$ cat src/rtl/ebr_pkg.sv
package ebr_pkg;
  // Command bytes
  localparam logic [7:0] CLA_ENC      = 8'h04;
  localparam logic [7:0] CLA_REC      = 8'hC0;
  localparam logic [7:0] INS_BIN      = 8'hB0;
  localparam logic [7:0] INS_REC      = 8'hB2;
  // Length limits and block size
  localparam logic [7:0] LE_MIN       = 8'h08;
  localparam logic [7:0] LE_MAX       = 8'hE8;
  localparam int         BLK_BYTES    = 8;
  localparam logic [2:0] BLK_LAST     = 3'h7;
  // Record selection modes
  localparam logic [7:0] P2_ABS       = 8'h04;
  localparam logic [7:0] P2_CUR_MAX   = 8'h03;
  // Key nibble position within the creation byte
  localparam int         KEY_MSB      = 7;
  localparam int         KEY_LSB      = 4;
  // Status words
  localparam logic [15:0] SW_OK       = 16'h9000;
  localparam logic [15:0] SW_INVAL    = 16'h6283;
  localparam logic [15:0] SW_LEN      = 16'h6700;
  localparam logic [7:0]  SW1_WRONGLE = 8'h6C;
  localparam logic [15:0] SW_NOKEY    = 16'h6981;
  localparam logic [15:0] SW_ACFAIL   = 16'h6982;
  localparam logic [15:0] SW_BLOCKED  = 16'h6983;
  localparam logic [15:0] SW_DFSEL    = 16'h6986;
  localparam logic [15:0] SW_WRONGEF  = 16'h6A80;
  localparam logic [15:0] SW_OFFSET   = 16'h6B00;
  localparam logic [15:0] SW_INS      = 16'h6D00;
  localparam logic [15:0] SW_CLA      = 16'h6E00;
  localparam logic [15:0] SW_FAULT    = 16'h6F00;
  // Response buffer shape
  localparam int          FIFO_W      = 8;
  localparam int          FIFO_DEPTH  = 16;

  // Kind of the current selection
  typedef enum logic [1:0] {
    FILE_DF     = 2'b00,
    FILE_TRANSP = 2'b01,
    FILE_LINEAR = 2'b10,
    FILE_CYCLIC = 2'b11
  } ebr_file_type;

  // Access condition of the command in the selected file
  typedef enum logic [1:0] {
    ACCESS_ALWAYS   = 2'b00,
    ACCESS_NEVER    = 2'b01,
    ACCESS_KEY_AUTH = 2'b10,
    ACCESS_PROT     = 2'b11
  } ebr_access_type;

  // Sequencer states
  typedef enum logic [2:0] {
    ST_IDLE   = 3'b000,
    ST_CHECK  = 3'b001,
    ST_FETCH  = 3'b010,
    ST_CIPHER = 3'b011,
    ST_PUSH   = 3'b100,
    ST_DRAIN  = 3'b101,
    ST_STATUS = 3'b110
  } ebr_state_type;
endpackage

$ cat src/rtl/ebr_fifo.sv
`timescale 1ns/1ps
module ebr_fifo #(
  parameter int W     = 8,
  parameter int DEPTH = 16
) (
  // Clock and reset
  input  wire logic         core_clk_i,
  input  wire logic         rst_i,
  // Fill side
  input  wire logic         in_valid_i,
  input  wire logic [W-1:0] in_data_i,
  output logic              in_ready_o,
  // Drain side
  output logic              out_valid_o,
  output logic [W-1:0]      out_data_o,
  input  wire logic         out_ready_i
);
  localparam int AW = $clog2(DEPTH);

  typedef struct packed {
    logic [DEPTH-1:0][W-1:0] mem;    // Storage
    logic [AW-1:0]           wr;     // Write pointer
    logic [AW-1:0]           rd;     // Read pointer
    logic [AW:0]             cnt;    // Fill level
    logic                    full;   // Registered full flag
    logic                    avail;  // Registered not-empty flag
    logic [W-1:0]            head;   // Registered oldest word
  } ebr_fifo_type;

  ebr_fifo_type s_q;  // Present state
  ebr_fifo_type s_d;  // Next state
  logic         push; // Accepted write
  logic         pop;  // Accepted read
  logic [AW:0]  cnt_n; // Level after this cycle

  // Flags and head word are flops so both handshakes see clean levels
  assign in_ready_o  = ~s_q.full;
  assign out_valid_o = s_q.avail;
  assign out_data_o  = s_q.head;

  // Next state
  always_comb begin
    s_d   = s_q;
    push  = in_valid_i & ~s_q.full;
    pop   = out_ready_i & s_q.avail;
    cnt_n = s_q.cnt + (AW+1)'(push) - (AW+1)'(pop);
    if (push) begin
      s_d.mem[s_q.wr] = in_data_i;
      s_d.wr          = s_q.wr + AW'(1);
    end
    if (pop) begin
      s_d.rd = s_q.rd + AW'(1);
    end
    s_d.cnt   = cnt_n;
    s_d.full  = (cnt_n == (AW+1)'(DEPTH));
    s_d.avail = (cnt_n != '0);
    // Head follows the updated array, so a word pushed into an empty queue shows at once
    s_d.head  = s_d.mem[s_d.rd];
  end

  // State register
  always_ff @(posedge core_clk_i) begin
    if (rst_i) begin
      s_q <= '0;
    end else begin
      s_q <= s_d;
    end
  end
endmodule

$ cat src/rtl/ebr_cmd.sv
`timescale 1ns/1ps
// Overview of operation
// - Enciphered read serves transparent files only
// - Dedicated file selected gives 6986
// - Linear or cyclic file gives 6A80
// - Unmet access: 6982 invalid key, 6983 blocked
// - Missing key file or key gives 6981
// - Protected mode never authorises this read
// - Key number from creation byte upper nibble
// - Key number shown in directory byte nibble
// - P1 high, P2 low, zero-based offset
// - Bad length granularity or range gives 6700
// - Offset beyond file end gives 6B00
// - Invalidated file gives 6283
// - Unknown instruction 6D00, wrong class 6E00
// - Internal fault gives 6F00
// - Success: enciphered data then 9000
// - USB mode length mismatch gives 6CYY
// - Record read only for linear or cyclic
// - Record read refused on invalidated file
// - P2 04 absolute, 00 to 03 current
module ebr_cmd
  import ebr_pkg::*;
(
  // Clock and reset
  input  wire logic        core_clk_i,
  input  wire logic        rst_i,
  // Command header
  input  wire logic        cmd_valid_i,
  input  wire logic [7:0]  cmd_cla_i,
  input  wire logic [7:0]  cmd_ins_i,
  input  wire logic [7:0]  cmd_p1_i,
  input  wire logic [7:0]  cmd_p2_i,
  input  wire logic [7:0]  cmd_le_i,
  output logic             cmd_ready_o,
  // Transport mode
  input  wire logic        usb_mode_i,
  input  wire logic [7:0]  usb_xfer_len_i,
  // Selected file context
  input  wire logic [1:0]  file_type_i,
  input  wire logic        file_invalid_i,
  input  wire logic [15:0] file_size_i,
  input  wire logic [1:0]  access_condition_i,
  input  wire logic [7:0]  create_byte10_i,
  input  wire logic        key_file_present_i,
  input  wire logic        key_present_i,
  input  wire logic        key_authenticated_condition_i,
  input  wire logic        key_blocked_i,
  input  wire logic        fault_i,
  // Directory listing
  output logic [3:0]       dir_key_num_o,
  // File data memory
  output logic             mem_rd_o,
  output logic [15:0]      mem_addr_o,
  input  wire logic [7:0]  mem_rdata_i,
  // Cipher engine
  output logic             ciph_start_o,
  output logic [3:0]       ciph_key_num_o,
  output logic [63:0]      ciph_block_o,
  input  wire logic        ciph_done_i,
  input  wire logic [63:0] ciph_result_i,
  // Response data stream
  output logic             resp_valid_o,
  output logic [7:0]       resp_data_o,
  input  wire logic        resp_ready_i,
  // Status word
  output logic             sw_valid_o,
  output logic [15:0]      sw_o,
  // Record read hand-off
  output logic             rec_start_o,
  output logic             rec_absolute_o,
  output logic [1:0]       rec_cur_mode_o,
  output logic [7:0]       rec_number_o
);

  typedef struct packed {
    ebr_state_type st;      // Sequencer state
    logic          rdy;     // Idle and accepting
    logic [15:0]   addr;    // Next file byte address
    logic [7:0]    left;    // Bytes still to send
    logic [63:0]   blk;     // Plain or ciphered block
    logic [2:0]    idx;     // Byte within block
    logic [1:0]    ph;      // Memory read phase
    logic          rd;      // Memory read strobe
    logic          cstart;  // Cipher start pulse
    logic [3:0]    key;     // Cipher key number
    logic [3:0]    dkey;    // Directory key nibble
    logic          swv;     // Status valid pulse
    logic [15:0]   sw;      // Status word
    logic          rst;     // Record start pulse
    logic          rabs;    // Absolute record mode
    logic [1:0]    rmode;   // Current record mode
    logic [7:0]    rnum;    // Record number
    logic [7:0]    cla;     // Latched class
    logic [7:0]    ins;     // Latched instruction
    logic [7:0]    p1;      // Latched P1
    logic [7:0]    p2;      // Latched P2
    logic [7:0]    le;      // Latched length
  } ebr_cmd_type;

  ebr_cmd_type s_q;        // Present state
  ebr_cmd_type s_d;        // Next state
  logic [7:0]  cla_q;      // Latched class
  logic [7:0]  ins_q;      // Latched instruction
  logic [7:0]  p1_q;       // Latched P1
  logic [7:0]  p2_q;       // Latched P2
  logic [7:0]  le_q;       // Latched length
  logic [15:0] chk_sw;     // First failing status
  logic        chk_fail;   // Some check failed
  logic [15:0] offset;     // Requested start offset
  logic [16:0] end_addr;   // Offset plus length
  logic        fifo_valid; // Byte offered to buffer
  logic        fifo_ready; // Buffer has room
  logic        fifo_out_v; // Buffer holds data

  // Header bytes live in the state record; short names for the checks
  assign cla_q = s_q.cla;
  assign ins_q = s_q.ins;
  assign p1_q  = s_q.p1;
  assign p2_q  = s_q.p2;
  assign le_q  = s_q.le;

  // Offset is big-endian, counted from byte zero
  assign offset   = {p1_q, p2_q};
  assign end_addr = {1'b0, offset} + {9'h000, le_q};

  // Ordered checks; the earliest failure wins, but a fault overrides them all
  always_comb begin
    chk_sw = SW_OK;
    if (cla_q != CLA_ENC && cla_q != CLA_REC) begin
      chk_sw = SW_CLA;
    end else if (ins_q != INS_BIN && ins_q != INS_REC) begin
      chk_sw = SW_INS;
    end else if ((ins_q == INS_BIN) != (cla_q == CLA_ENC)) begin
      chk_sw = SW_CLA;
    end else if (file_type_i == FILE_DF) begin
      chk_sw = SW_DFSEL;
    end else if (ins_q == INS_BIN && file_type_i != FILE_TRANSP) begin
      chk_sw = SW_WRONGEF;
    end else if (ins_q == INS_REC && file_type_i == FILE_TRANSP) begin
      chk_sw = SW_WRONGEF;
    end else if (file_invalid_i) begin
      chk_sw = SW_INVAL;
    end else if (access_condition_i == ACCESS_PROT || access_condition_i == ACCESS_NEVER) begin
      chk_sw = SW_ACFAIL;
    end else if (access_condition_i == ACCESS_KEY_AUTH && (!key_file_present_i || !key_present_i)) begin
      chk_sw = SW_NOKEY;
    end else if (access_condition_i == ACCESS_KEY_AUTH && key_blocked_i) begin
      chk_sw = SW_BLOCKED;
    end else if (access_condition_i == ACCESS_KEY_AUTH && !key_authenticated_condition_i) begin
      chk_sw = SW_ACFAIL;
    end else if (ins_q == INS_REC) begin
      // Record modes beyond 04 are a parameter error
      if (p2_q > P2_ABS || (p2_q != P2_ABS && p1_q != 8'h00)) begin
        chk_sw = SW_OFFSET;
      end
    end else if (le_q < LE_MIN || le_q > LE_MAX || le_q[2:0] != 3'h0) begin
      chk_sw = SW_LEN;
    end else if (offset >= file_size_i) begin
      chk_sw = SW_OFFSET;
    end else if (end_addr > {1'b0, file_size_i}) begin
      chk_sw = SW_LEN;
    end else if (usb_mode_i && usb_xfer_len_i != le_q) begin
      chk_sw = {SW1_WRONGLE, le_q};
    end
    if (fault_i) begin
      chk_sw = SW_FAULT;
    end
    chk_fail = (chk_sw != SW_OK);
  end

  // Byte handed to the response buffer is the block's top byte
  assign fifo_valid = (s_q.st == ST_PUSH);

  // Sequencer next state
  always_comb begin
    s_d        = s_q;
    s_d.swv    = 1'b0;
    s_d.cstart = 1'b0;
    s_d.rst    = 1'b0;
    s_d.rdy    = 1'b0;
    // Key nibble follows the selected file at all times
    s_d.dkey   = create_byte10_i[KEY_MSB:KEY_LSB];
    case (s_q.st)
      ST_IDLE: begin
        s_d.rdy = 1'b1;
        if (cmd_valid_i && s_q.rdy) begin
          // Header bytes are captured with the command
          s_d.cla = cmd_cla_i;
          s_d.ins = cmd_ins_i;
          s_d.p1  = cmd_p1_i;
          s_d.p2  = cmd_p2_i;
          s_d.le  = cmd_le_i;
          s_d.st  = ST_CHECK;
          s_d.rdy = 1'b0;
        end
      end
      ST_CHECK: begin
        s_d.addr = offset;
        s_d.left = le_q;
        s_d.idx  = 3'h0;
        s_d.ph   = 2'h0;
        s_d.key  = create_byte10_i[KEY_MSB:KEY_LSB];
        if (chk_fail) begin
          // Refusals carry no data
          s_d.sw = chk_sw;
          s_d.st = ST_STATUS;
        end else if (ins_q == INS_REC) begin
          // Record fetch belongs to the record handler
          s_d.rst   = 1'b1;
          s_d.rabs  = (p2_q == P2_ABS);
          s_d.rmode = (p2_q <= P2_CUR_MAX) ? p2_q[1:0] : 2'h0;
          s_d.rnum  = p1_q;
          s_d.st    = ST_IDLE;
        end else begin
          s_d.sw = SW_OK;
          s_d.st = ST_FETCH;
        end
      end
      ST_FETCH: begin
        // Three phases: strobe, wait, capture
        case (s_q.ph)
          2'h0: begin
            s_d.rd = 1'b1;
            s_d.ph = 2'h1;
          end
          2'h1: begin
            s_d.rd = 1'b0;
            s_d.ph = 2'h2;
          end
          default: begin
            s_d.blk  = {s_q.blk[55:0], mem_rdata_i};
            s_d.addr = s_q.addr + 16'h0001;
            s_d.idx  = s_q.idx + 3'h1;
            s_d.ph   = 2'h0;
            if (s_q.idx == BLK_LAST) begin
              s_d.cstart = 1'b1;
              s_d.st     = ST_CIPHER;
            end
          end
        endcase
        if (fault_i) begin
          // Partial data already queued still drains
          s_d.rd = 1'b0;
          s_d.sw = SW_FAULT;
          s_d.st = ST_DRAIN;
        end
      end
      ST_CIPHER: begin
        if (ciph_done_i) begin
          s_d.blk = ciph_result_i;
          s_d.idx = 3'h0;
          s_d.st  = ST_PUSH;
        end
        if (fault_i) begin
          s_d.sw = SW_FAULT;
          s_d.st = ST_DRAIN;
        end
      end
      ST_PUSH: begin
        // Back-pressure from the buffer stalls here
        if (fifo_ready) begin
          s_d.blk = {s_q.blk[55:0], 8'h00};
          s_d.idx = s_q.idx + 3'h1;
          if (s_q.idx == BLK_LAST) begin
            s_d.left = s_q.left - 8'(BLK_BYTES);
            s_d.st   = (s_q.left == 8'(BLK_BYTES)) ? ST_DRAIN : ST_FETCH;
          end
        end
      end
      ST_DRAIN: begin
        // Status only after the last data byte left
        if (!fifo_out_v) begin
          s_d.st = ST_STATUS;
        end
      end
      ST_STATUS: begin
        s_d.swv = 1'b1;
        s_d.st  = ST_IDLE;
      end
      default: begin
        s_d.st = ST_IDLE;
      end
    endcase
  end

  // State register
  always_ff @(posedge core_clk_i) begin
    if (rst_i) begin
      s_q    <= '0;
      s_q.st <= ST_IDLE;
    end else begin
      s_q <= s_d;
    end
  end

  // Response buffer between cipher and host stream
  ebr_fifo #(
    .W     (FIFO_W),
    .DEPTH (FIFO_DEPTH)
  ) u_fifo (
    .core_clk_i  (core_clk_i),
    .rst_i       (rst_i),
    .in_valid_i  (fifo_valid),
    .in_data_i   (s_q.blk[63:56]),
    .in_ready_o  (fifo_ready),
    .out_valid_o (fifo_out_v),
    .out_data_o  (resp_data_o),
    .out_ready_i (resp_ready_i)
  );

  // Outputs
  assign resp_valid_o   = fifo_out_v;
  assign cmd_ready_o    = s_q.rdy;
  assign dir_key_num_o  = s_q.dkey;
  assign mem_rd_o       = s_q.rd;
  assign mem_addr_o     = s_q.addr;
  assign ciph_start_o   = s_q.cstart;
  assign ciph_key_num_o = s_q.key;
  assign ciph_block_o   = s_q.blk;
  assign sw_valid_o     = s_q.swv;
  assign sw_o           = s_q.sw;
  assign rec_start_o    = s_q.rst;
  assign rec_absolute_o = s_q.rabs;
  assign rec_cur_mode_o = s_q.rmode;
  assign rec_number_o   = s_q.rnum;
endmodule

$ cat config.mk
export PLATFORM = sky130hd
export DESIGN_NAME = ebr_cmd
export DESIGN_NICKNAME = d
export VERILOG_FILES = /design/src/rtl/ebr_pkg.sv /design/src/rtl/ebr_fifo.sv /design/src/rtl/ebr_cmd.sv
export SDC_FILE = /design/constraint.sdc
export NUM_CORES = 1
export LEC_CHECK = 0
export ABC_AREA = 1
export BUFFER_PORTS_ARGS = -buffer_cell sky130_fd_sc_hd__buf_2
export CAP_MARGIN = 40
export CORE_MARGIN = 2
export CORE_UTILIZATION = 57
export DETAILED_ROUTE_END_ITERATION = 8
export GPL_ROUTABILITY_DRIVEN = 0
export PLACE_DENSITY = 0.92
export SLEW_MARGIN = 15
export SYNTH_ARGS = -nofsm -noshare
export SYNTH_HDL_FRONTEND = slang
export SYNTH_SLANG_ARGS = --single-unit
export TNS_END_PERCENT = 50
$ cat constraint.sdc
create_clock -name core_clk_i -period 5.3 [get_ports core_clk_i]
set_input_delay 0.265 -clock core_clk_i [delete_from_list [all_inputs] [get_ports core_clk_i]]
set_output_delay 0.265 -clock core_clk_i [all_outputs]
set_load 0.02 [all_outputs]
-- Word-level counts from Yosys, hierarchy flattened
Index checks and enable logic that the tools add are counted.
- flip-flop bits (word level): 327
- input port bits: 160
- output and inout bits: 129
- word-level logic and storage cells: 210
- add/sub/neg operators: 8
- $lt $le $gt $ge: 9
- equal/unequal tests: 38
- muxes and demuxes: 59
- bitwise operators: 7
- reduce and logical (&&, ||, !) cells: 45
- operator list (kind ; number):
    16-bit 2-to-1 mux ; 22
    64-bit one-hot mux with 3 select lines ; 1
    67-bit 2-to-1 mux ; 2
    132-bit 2-to-1 mux ; 1
    128-bit bitwise mux ; 1
    75-bit 2-to-1 mux ; 1
    16-bit one-hot mux with 2 select lines ; 2
    8-bit binary-select mux with 4-bit select ; 1
    8-bit demux with 4-bit select ; 1
    3-bit 2-to-1 mux ; 10
    8-bit 2-to-1 mux ; 3
    8-bit inequality test (second input constant) ; 3
    3-bit one-hot mux with 6 select lines ; 1
    16-bit by 8-bit adder with 17-bit output ; 1
    17-bit by 16-bit greater-than comparator with 1-bit output ; 1
    16-bit by 1-bit adder with 16-bit output (second input constant) ; 1
    8-bit by 3-bit == test with 1-bit output (second input constant) ; 2
    8-bit == test (second input constant) ; 2
    16-bit greater-or-equal comparator ; 1
    16-bit inequality test (second input constant) ; 1
    8-bit by 3-bit inequality test with 1-bit output (second input constant) ; 2
    8-bit one-hot mux with 2 select lines ; 1
    3-bit == test (second input constant) ; 4
    12-bit 2-to-1 mux ; 1
    47 further kinds ; 100

-- Depth between registers and ports, before layout
Gate-level depths: netlist of run 1.
- depth after elaboration: 22
- depth in mapped cells: 34
- mapped depth without buffers: 34

-- Cells and area by module
A second synthesis of run 1 with hierarchy kept.
- cell total of the unflattened synthesis: 2353
- area, all modules: 16738.6 µm²
- modules (own cells, without submodules) (module ; times used ; cells an instance ; area each (µm²) ; sequential area each (µm²)):
    ebr_cmd ; 1 ; 1387 ; 10019.6 ; 3483.3
    ebr_fifo ; 1 ; 966 ; 6718.9 ; 3022.9

-- Worst setup path before layout of run 1
OpenSTA, ideal clock, no wires.
- path type: register -> register
- start point: register s_q, in the netlist le_q[2]
- end point: register s_q, in the netlist sw_o[8]
- setup time: 109 ps
- arrival time: 3741 ps
- required time: 5191 ps
- setup slack: 1450 ps
- cell stages (with the launch flop): 29
- cells stage by stage: dfxtp_1 > ha_1 > nand3_1 > nand2_1 > a21oi_1 > o21ai_0 > a21oi_1 > o21ai_0 > nand2_1 > a21oi_1 > nand3_1 > inv_1 > nand3_1 > xor2_1 > ha_1 > nand4_1 > nor4_1 > nand2_1 > nand2_2 > nand3_1 > nand2_1 > nand4_2 > nand2_4 > inv_2 > buf_6 > nor2_1 > nor2_1 > nand2_1 > inv_1
- longest elaborated chain between the ends: 22
- ends and longest elaborated chain (element ; line ; RTL):
    start: declaration ; ebr_cmd.sv:101 ; ebr_cmd_type s_q;
    parallel branches: the longest is 5 deep, another holds 16-bit by 8-bit adder with 17-bit output ; -- ;
    16-bit 2-to-1 mux * ; ebr_cmd.sv:157 ; end else if (le_q < LE_MIN || le_q > LE_MAX || le_q[2:0] != 3'h0) begin
    16-bit 2-to-1 mux * ; ebr_cmd.sv:152 ; end else if (ins_q == INS_REC) begin
    16-bit 2-to-1 mux * ; ebr_cmd.sv:150 ; end else if (access_condition_i == ACCESS_KEY_AUTH && !key_authenticated_condition_i) begin
    16-bit 2-to-1 mux * ; ebr_cmd.sv:148 ; end else if (access_condition_i == ACCESS_KEY_AUTH && key_blocked_i) begin
    16-bit 2-to-1 mux * ; ebr_cmd.sv:146 ; end else if (access_condition_i == ACCESS_KEY_AUTH && (!key_file_present_i || !key_present_i)) begin
    16-bit 2-to-1 mux * ; ebr_cmd.sv:144 ; end else if (access_condition_i == ACCESS_PROT || access_condition_i == ACCESS_NEVER) begin
    16-bit 2-to-1 mux * ; ebr_cmd.sv:142 ; end else if (file_invalid_i) begin
    (+2 left out) ; -- ;
    16-bit 2-to-1 mux * ; ebr_cmd.sv:136 ; end else if (file_type_i == FILE_DF) begin
    16-bit 2-to-1 mux * ; ebr_cmd.sv:134 ; end else if ((ins_q == INS_BIN) != (cla_q == CLA_ENC)) begin
    16-bit 2-to-1 mux * ; ebr_cmd.sv:132 ; end else if (ins_q != INS_BIN && ins_q != INS_REC) begin
    16-bit 2-to-1 mux * ; ebr_cmd.sv:130 ; if (cla_q != CLA_ENC && cla_q != CLA_REC) begin
    16-bit 2-to-1 mux * ; ebr_cmd.sv:166 ; if (fault_i) begin
    16-bit inequality test ; ebr_cmd.sv:169 ; chk_fail = (chk_sw != SW_OK);
    3-bit inequality test (no line) or 16-bit 2-to-1 mux (tied branches) ; -- ;
    3-bit AND reduction (no line) or 16-bit one-hot mux with 2 select lines (tied branches) ; -- ;
Every way passes the cells marked *.
A chain may end at the register's enable or synchronous reset.

-- Worst setup path in the final report of run 1
- start point: register s_q, in the netlist le_q[2]
- end point: register s_q, in the netlist sw_o[11]
Same word-level chain as after synthesis.

==> impl_results.md, run 1 <==
- Gates resized, CTS repair: 0
- Post-Syn Nets: ~2600
- Post-DR wirelength/cell: between 15 and 20 um
- Clock transition at path regs: around 60 ps
- Final Critical Period: ~4700 ps
- Met2 wire len: 22000 um
- Number of port buffers: around 280
- Asr flop ratio synth: 0%
- TNS Setup: 0 ps
- HP Class: input port to flop
- CTS tree: built
- CP arrival: between 5000 and 6000 ps
- Area occupied by multi-input gates: just over 8000 um^2
- Area Growth Syn to Fin: 9.99%
- FP Rows: 63
- Outcome: finished clean
- Final Hold Fails: 0
- Netlist cell types: 53
- H-tree lvl count: 2
- Slew headroom: between 40% and 50%
- Initial antenna violation count: 2
- PD cells: roughly 360 nW/um^2
- Clock Skew: between 10 and 15 ps
- I/O Pins: 289
- Maxcap violations: 0
- Die outline width: around 180 um
- Met3 wire len: roughly 4100 um
- CTS root buffer: clkbuf_16
- Most frequent CP cell: nand2_1
- Post-cts hold buffer count: 3
- First-pass GRT wire length: between 70000 and 80000 um
- VDD IR max: 0.239 mV
- Pre-antenna DRT Iters: 8
- Critical Path Max Stage Delay: 370 ps
- DRT iter0 DRCs: ~2200
- CP max-delay cell: ha_1
- Height of the die: around 180 um
- Share of cells above drive strength 1: between 15 and 20%
- Number of CTS-inserted buffers: 35
- Clock Latency Late Sink: ~520 ps
- Final WL: 46300 um
- Vias: ~17000
- Data required, critical path: about 5700 ps
- Core Area: around 30000 um^2
- Max clock buf depth: 3
- P_leak: 8.23 nW
- Uppermost routed layer: met4
- CP startpoint kind: flop
- Yosys warns: 0
- Number of enable flip-flop cells after synthesis: 0
- Post-DRT Antenna Nets: 0
- Seq. cell area: around 6500 um^2
- Part of the Yosys area used for sequential elements: between 30% and 40%
- Setup Fix Bufs, Post-CTS: 0
- Vias in the first global route: 15500
- Synth Register Bits: 325
- Die area: around 31000 um^2
- Crit path capture type: flop
- Avg Cell Area, Syn: approximately 7 um^2
- Largest net degree at the start of global routing: a little over 80
- DP HPWL: 31400 um
- Mapped Cells: ~2400
- Final #Nets: 2682
- Fin crit share: around nine tenths
- FMAX: approximately 210 MHz
- DR vias/cell: around 5.7
- Worst Tran Pin Value: 801 ps
- Overall Global Routing Usage: around 29%
- Initial core utilization: a little under three fifths
- # DRC: 0
- Fill cell count: around 2400
- Final design instance area without fill: around 19000 um^2
- Met1 WL: between 15000 and 20000 um
- Slew Viols, Final: 0
- Total gr overflow: 0
- Cell area after synthesis: approximately 17000 um^2
- Unrepaired setup endpoints after global routing: false
- Setup Viol. Count Final: 0
- Area post-placement: ~17000 um^2
- CTS Sinks: 325
- Top_reg_cell synth: dfxtp_1
- Crit-path max FO: 20
- Kind of critical path: flop to flop
==> synth_stat cells (5+ instances only) <==
cell type	instances	area share [%]
nand2_1	429	9.5
dfxtp_1	325	38
nor2_1	310	6.9
a21oi_1	205	6.1
inv_1	195	4.3
o21ai_0	178	5.3
nand3_1	135	4.0
buf_4	122	5.4
clkbuf_1	90	2.0
a31oi_1	68	2.5
ha_1	54	4.0
o21ai_1	43	1.3
buf_2	27	0.80
nand4_1	27	1.0
xor2_1	23	1.2
nor3_1	17	0.50
nand2_2	16	0.59
inv_2	10	0.22
buf_6	9	0.60
nor4_1	9	0.33
o211ai_1	9	0.40
xnor2_1	9	0.47
a311oi_1	7	0.36
o221ai_1	6	0.31
nor2_8	5	0.59
==> metrics by stage <==
step                      setup slack [ps]  hold slack (ps)  total power [mW]  util (%)  instances
final                                  615             19.0              6.61      63.3       2879
after global routing                   180             20.8              6.89      63.3       2878
after CTS                              746             11.5              6.59      63.2       2877
after detailed placement               773              451              4.24      59.4       2816
after global placement                 993              442              4.17      59.3       2815
after floorplan                       1450              390              3.84         -       2379
==> final timing paths <==
check                                        from                to  slack [ps]  depth (start not counted)
worst min-delay path            ciph_result_i[61]  ciph_block_o[61]          20                          3
worst max register to register            le_q[2]          sw_o[11]         620                         28
worst max-delay path                      le_q[2]          sw_o[11]         620                         28
worst min register to register           mem_rd_o          mem_rd_o         460                          2
==> logic make-up after synthesis <==
group                    share of synthesized area, %
AO/OA/AOI/OAI                                    17.2
XOR/XNOR                                         1.75
adder cells (fa/ha/maj)                          4.23
AND/OR/NAND/NOR                                  24.9
flip-flops                                       38.5
buffers and inverters                            13.5
==> layout make-up <==
class,count,share of cell area [%]
antenna,2,0.0269
multi-input combinational,1596,43.8
tap,390,2.62
clock inverter,3,0.256
sequential,325,35.0
inverter,207,4.18
timing repair buffer,301,8.49
clock buffer,55,5.65
==> cell usage in the layout (no fill, tap or decap), drive strengths merged, types with 2 or more instances in the layout <==
cell type,count
o211ai,9
a21oi,206
clkbuf,55
a311oi,7
o221ai,6
o31ai,3
a22oi,2
a31oi,68
nor2,322
o21ai,223
nand2,450
xnor2,10
fa,2
nor4,10
a211oi,3
nand3,137
nor3,20
dfxtp,325
o21a,2
clkinv,3
xor2,23
inv,206
dlygate4sd3,3
ha,54
o311ai,2
diode,2
buf,298
nand4,29
==> worst max-delay path: cells and delay by family, from the launching register on <==
family | cells | cell delay (ps)
simple gates | 14 | 1590
compound gates | 8 | 1430
fa+ha+maj | 2 | 670
flops | 1 | 360
buf+inv | 3 | 320
xor+xnor | 1 | 170
==> layer usage <==
| metal | global-route usage [%] | vias up |
|---|---|---|
| met1 | 34.6 | 7561 |
| met3 | 5.56 | 189 |
| met2 | 48.9 | 866 |
| li1 | - | 7884 |
| met4 | 14.1 | 0 |
| met5 | 0 | - |
==> power breakdown <==
part	internal [mW]	switching, mW
Clock	1.40	0.968
Combinational	0.518	1.08
Sequential	2.56	0.0874
==> sequential cells by signal, summed over array words and instances, names as in the netlist <==
signal and flops:
sw_o 14, p1_q 8, u_fifo.out_valid_o 1, rec_absolute_o 1, rec_start_o 1, ciph_start_o 1
cla_q 8, cmd_ready_o 1, mem_addr_o 16, ins_q 8, le_q 8, dir_key_num_o 4
u_fifo.out_data_o 8, u_fifo.s_q 142, rec_number_o 8, rec_cur_mode_o 2, ciph_key_num_o 4, s_q 16
p2_q 8, ciph_block_o 64, sw_valid_o 1, mem_rd_o 1
(Power assumes the default switching activity.)
==> inputs of run 2 (changes only) <==
- RECOVER_POWER: default -> 25
==> impl_results.md, run 2 (synthesis gave the netlist of run 1 again) <==
- Outcome: finished with violations
- Failing checks: max-capacitance violations, max-slew violations
- CTS root buffer: clkbuf_16
- Slew headroom: -130%
- Power consumption: 6.59 mW
- First-pass GRT wire length: ~74000 um
- DRT iter0 DRCs: 2167
- Largest net degree at the start of global routing: between 80 and 90
- Final Hold Fails: 0
- Die outline width: 176 um
- Dpl ws: slightly below 800 ps
- Final #Nets: about 2700
- Reg2reg end: sw_o[11]
- Critical Path Max Stage Delay: between 300 and 400 ps
- Overall Global Routing Usage: 28.7%
- Crit path capture type: flop
- Setup Viol. Count Final: 0
- Maxcap violations: 1
- Max clock buf depth: 3
- CP arrival: ~5000 ps
- Gates resized, CTS repair: 0
- Fill cell count: roughly 2500
- PD cells: around 360 nW/um^2
- Number of port buffers: 284
- Min-Delay Endpoint: ciph_block_o[51]
- Initial core utilization: 57.5%
- Initial antenna violation count: 2
- Total gr overflow: 0
- Number of CTS-inserted buffers: 35
- Post-DR wirelength/cell: between 15 and 20 um
- Die area: 31100 um^2
- I/O Pins: between 200 and 300
- Height of the die: ~180 um
- Crit-path max FO: 20
- Unrepaired setup endpoints after global routing: false
- Fin util: between 60% and 70%
- Post-DRT Antenna Nets: 0
- CP startpoint kind: flop
- Reg2reg setup slack: between 600 and 700 ps
- Clock transition at path regs: about 60 ps
- Kind of critical path: flop to flop
- Slew Viols, Final: just under 80
- P_leak: 7.76 nW
- VDD IR max: ~0.24 mV
- Area Growth Syn to Fin: 9.14%
- Clock Skew: between 15 and 20 ps
- Worst Tran Pin Value: about 3400 ps
- Final WL: approximately 46000 um
- Min-delay src: ciph_result_i[51]
- Commonest non-fill, non-tap cell in the layout: nand2_1
- Worst-case reg-to-reg path depth: 25
- Clock Latency Late Sink: between 500 and 600 ps
- Hold path depth: 3
- DP HPWL: 31400 um
- Share of cells above drive strength 1: 11.9%
- Area post-placement: 17500 um^2
- CTS tree: built
- Vias in the first global route: 15500
- FMAX: roughly 210 MHz
- DR vias/cell: roughly 5.7
- FP Rows: 63
- Commonest non-fill, non-tap cells in the layout: 429 x nand2_1, 325 x dfxtp_1, 309 x nor2_1, 205 x a21oi_1, 194 x inv_1
- Max reg flops: about 140
- Critical R2R Launch: le_q[2]
- Pre-antenna DRT Iters: 7
- Final design instance area without fill: about 18000 um^2
- Largest Register: u_fifo.s_q
- Final Critical Period: about 4700 ps
- Core Area: around 30000 um^2
- CTS Sinks: approximately 330
- Crit path setup slack, layout: approximately 640 ps
- HP Class: input port to flop
- Fin crit share: 87.9%
- # DRC: 0
- TNS Setup: 0 ps
- CP max-delay cell: ha_1
- H-tree lvl count: 2
- Vias: 16500
- Data required, critical path: 5690 ps
==> run 2: cell count changes in the layout (fill, tap and decap cells not counted), sizes merged <==
cell,previous run,this run
diode,2,1
buf,298,189
clkbuf,55,164
==> run 2: power by group <==
| part | internal, mW | switching [mW] |
|---|---|---|
| Clock | 1.40 | 0.965 |
| Sequential | 2.56 | 0.0889 |
| Combinational | 0.502 | 1.07 |
==> run 2: repair_timing <==
item,4_1_cts,5_1_grt
hold buffers,3,0
hold endpoints to repair,3,0
buffers inserted,0,0
==> run 2: per-layer routing <==
layer	GRT usage, %	up-vias	wire length, um
met5	0	-	0
met4	14.1	0	2080
met3	5.56	170	4220
met2	48.9	873	22200
met1	34.6	7554	17800
li1	-	7890	-
==> run 2: worst max path at each step <==
stage | start | endpoint | slack, ps
floorplan | le_q[2] | sw_o[8] | 1450
global placement | le_q[2] | sw_o[8] | 990
detailed placement | le_q[2] | sw_o[11] | 770
CTS | le_q[2] | sw_o[11] | 750
global route | le_q[2] | sw_o[9] | 160
finish | le_q[2] | sw_o[11] | 640
==> run 2: critical path, delay by kind of cell (launching register included) <==
| kind | cells | cell delay [ps] |
|---|---|---|
| buffers and inverters | 2 | 270 |
| xor gates and xnor gates | 1 | 170 |
| AOI/OAI and AO/OA | 7 | 1230 |
| and+or+nand+nor | 13 | 1820 |
| DFF | 1 | 360 |
| adders and majority gates | 2 | 670 |
==> run 2: cell type report <==
cell class | instances | area [um^2] | share of cell area, %
well taps | 390 | 488 | 2.64
clock buffers | 55 | 1050 | 5.69
clock inverters | 3 | 47.5 | 0.258
inverters | 207 | 778 | 4.22
repair buffers | 301 | 1440 | 7.79
flip-flops and latches | 325 | 6510 | 35.3
diodes | 1 | 2.50 | 0.0136
multi-input cells | 1596 | 8150 | 44.1
==> run 2: stage by stage <==
| step | hold slack, ps | cells |
|---|---|---|
| 2_1_floorplan | 390 | 2379 |
| 3_3_place_gp | 442 | 2815 |
| 3_5_place_dp | 451 | 2816 |
| 4_1_cts | 11.5 | 2877 |
| 5_1_grt | 20.8 | 2878 |
| 6_report | 20.6 | 2878 |
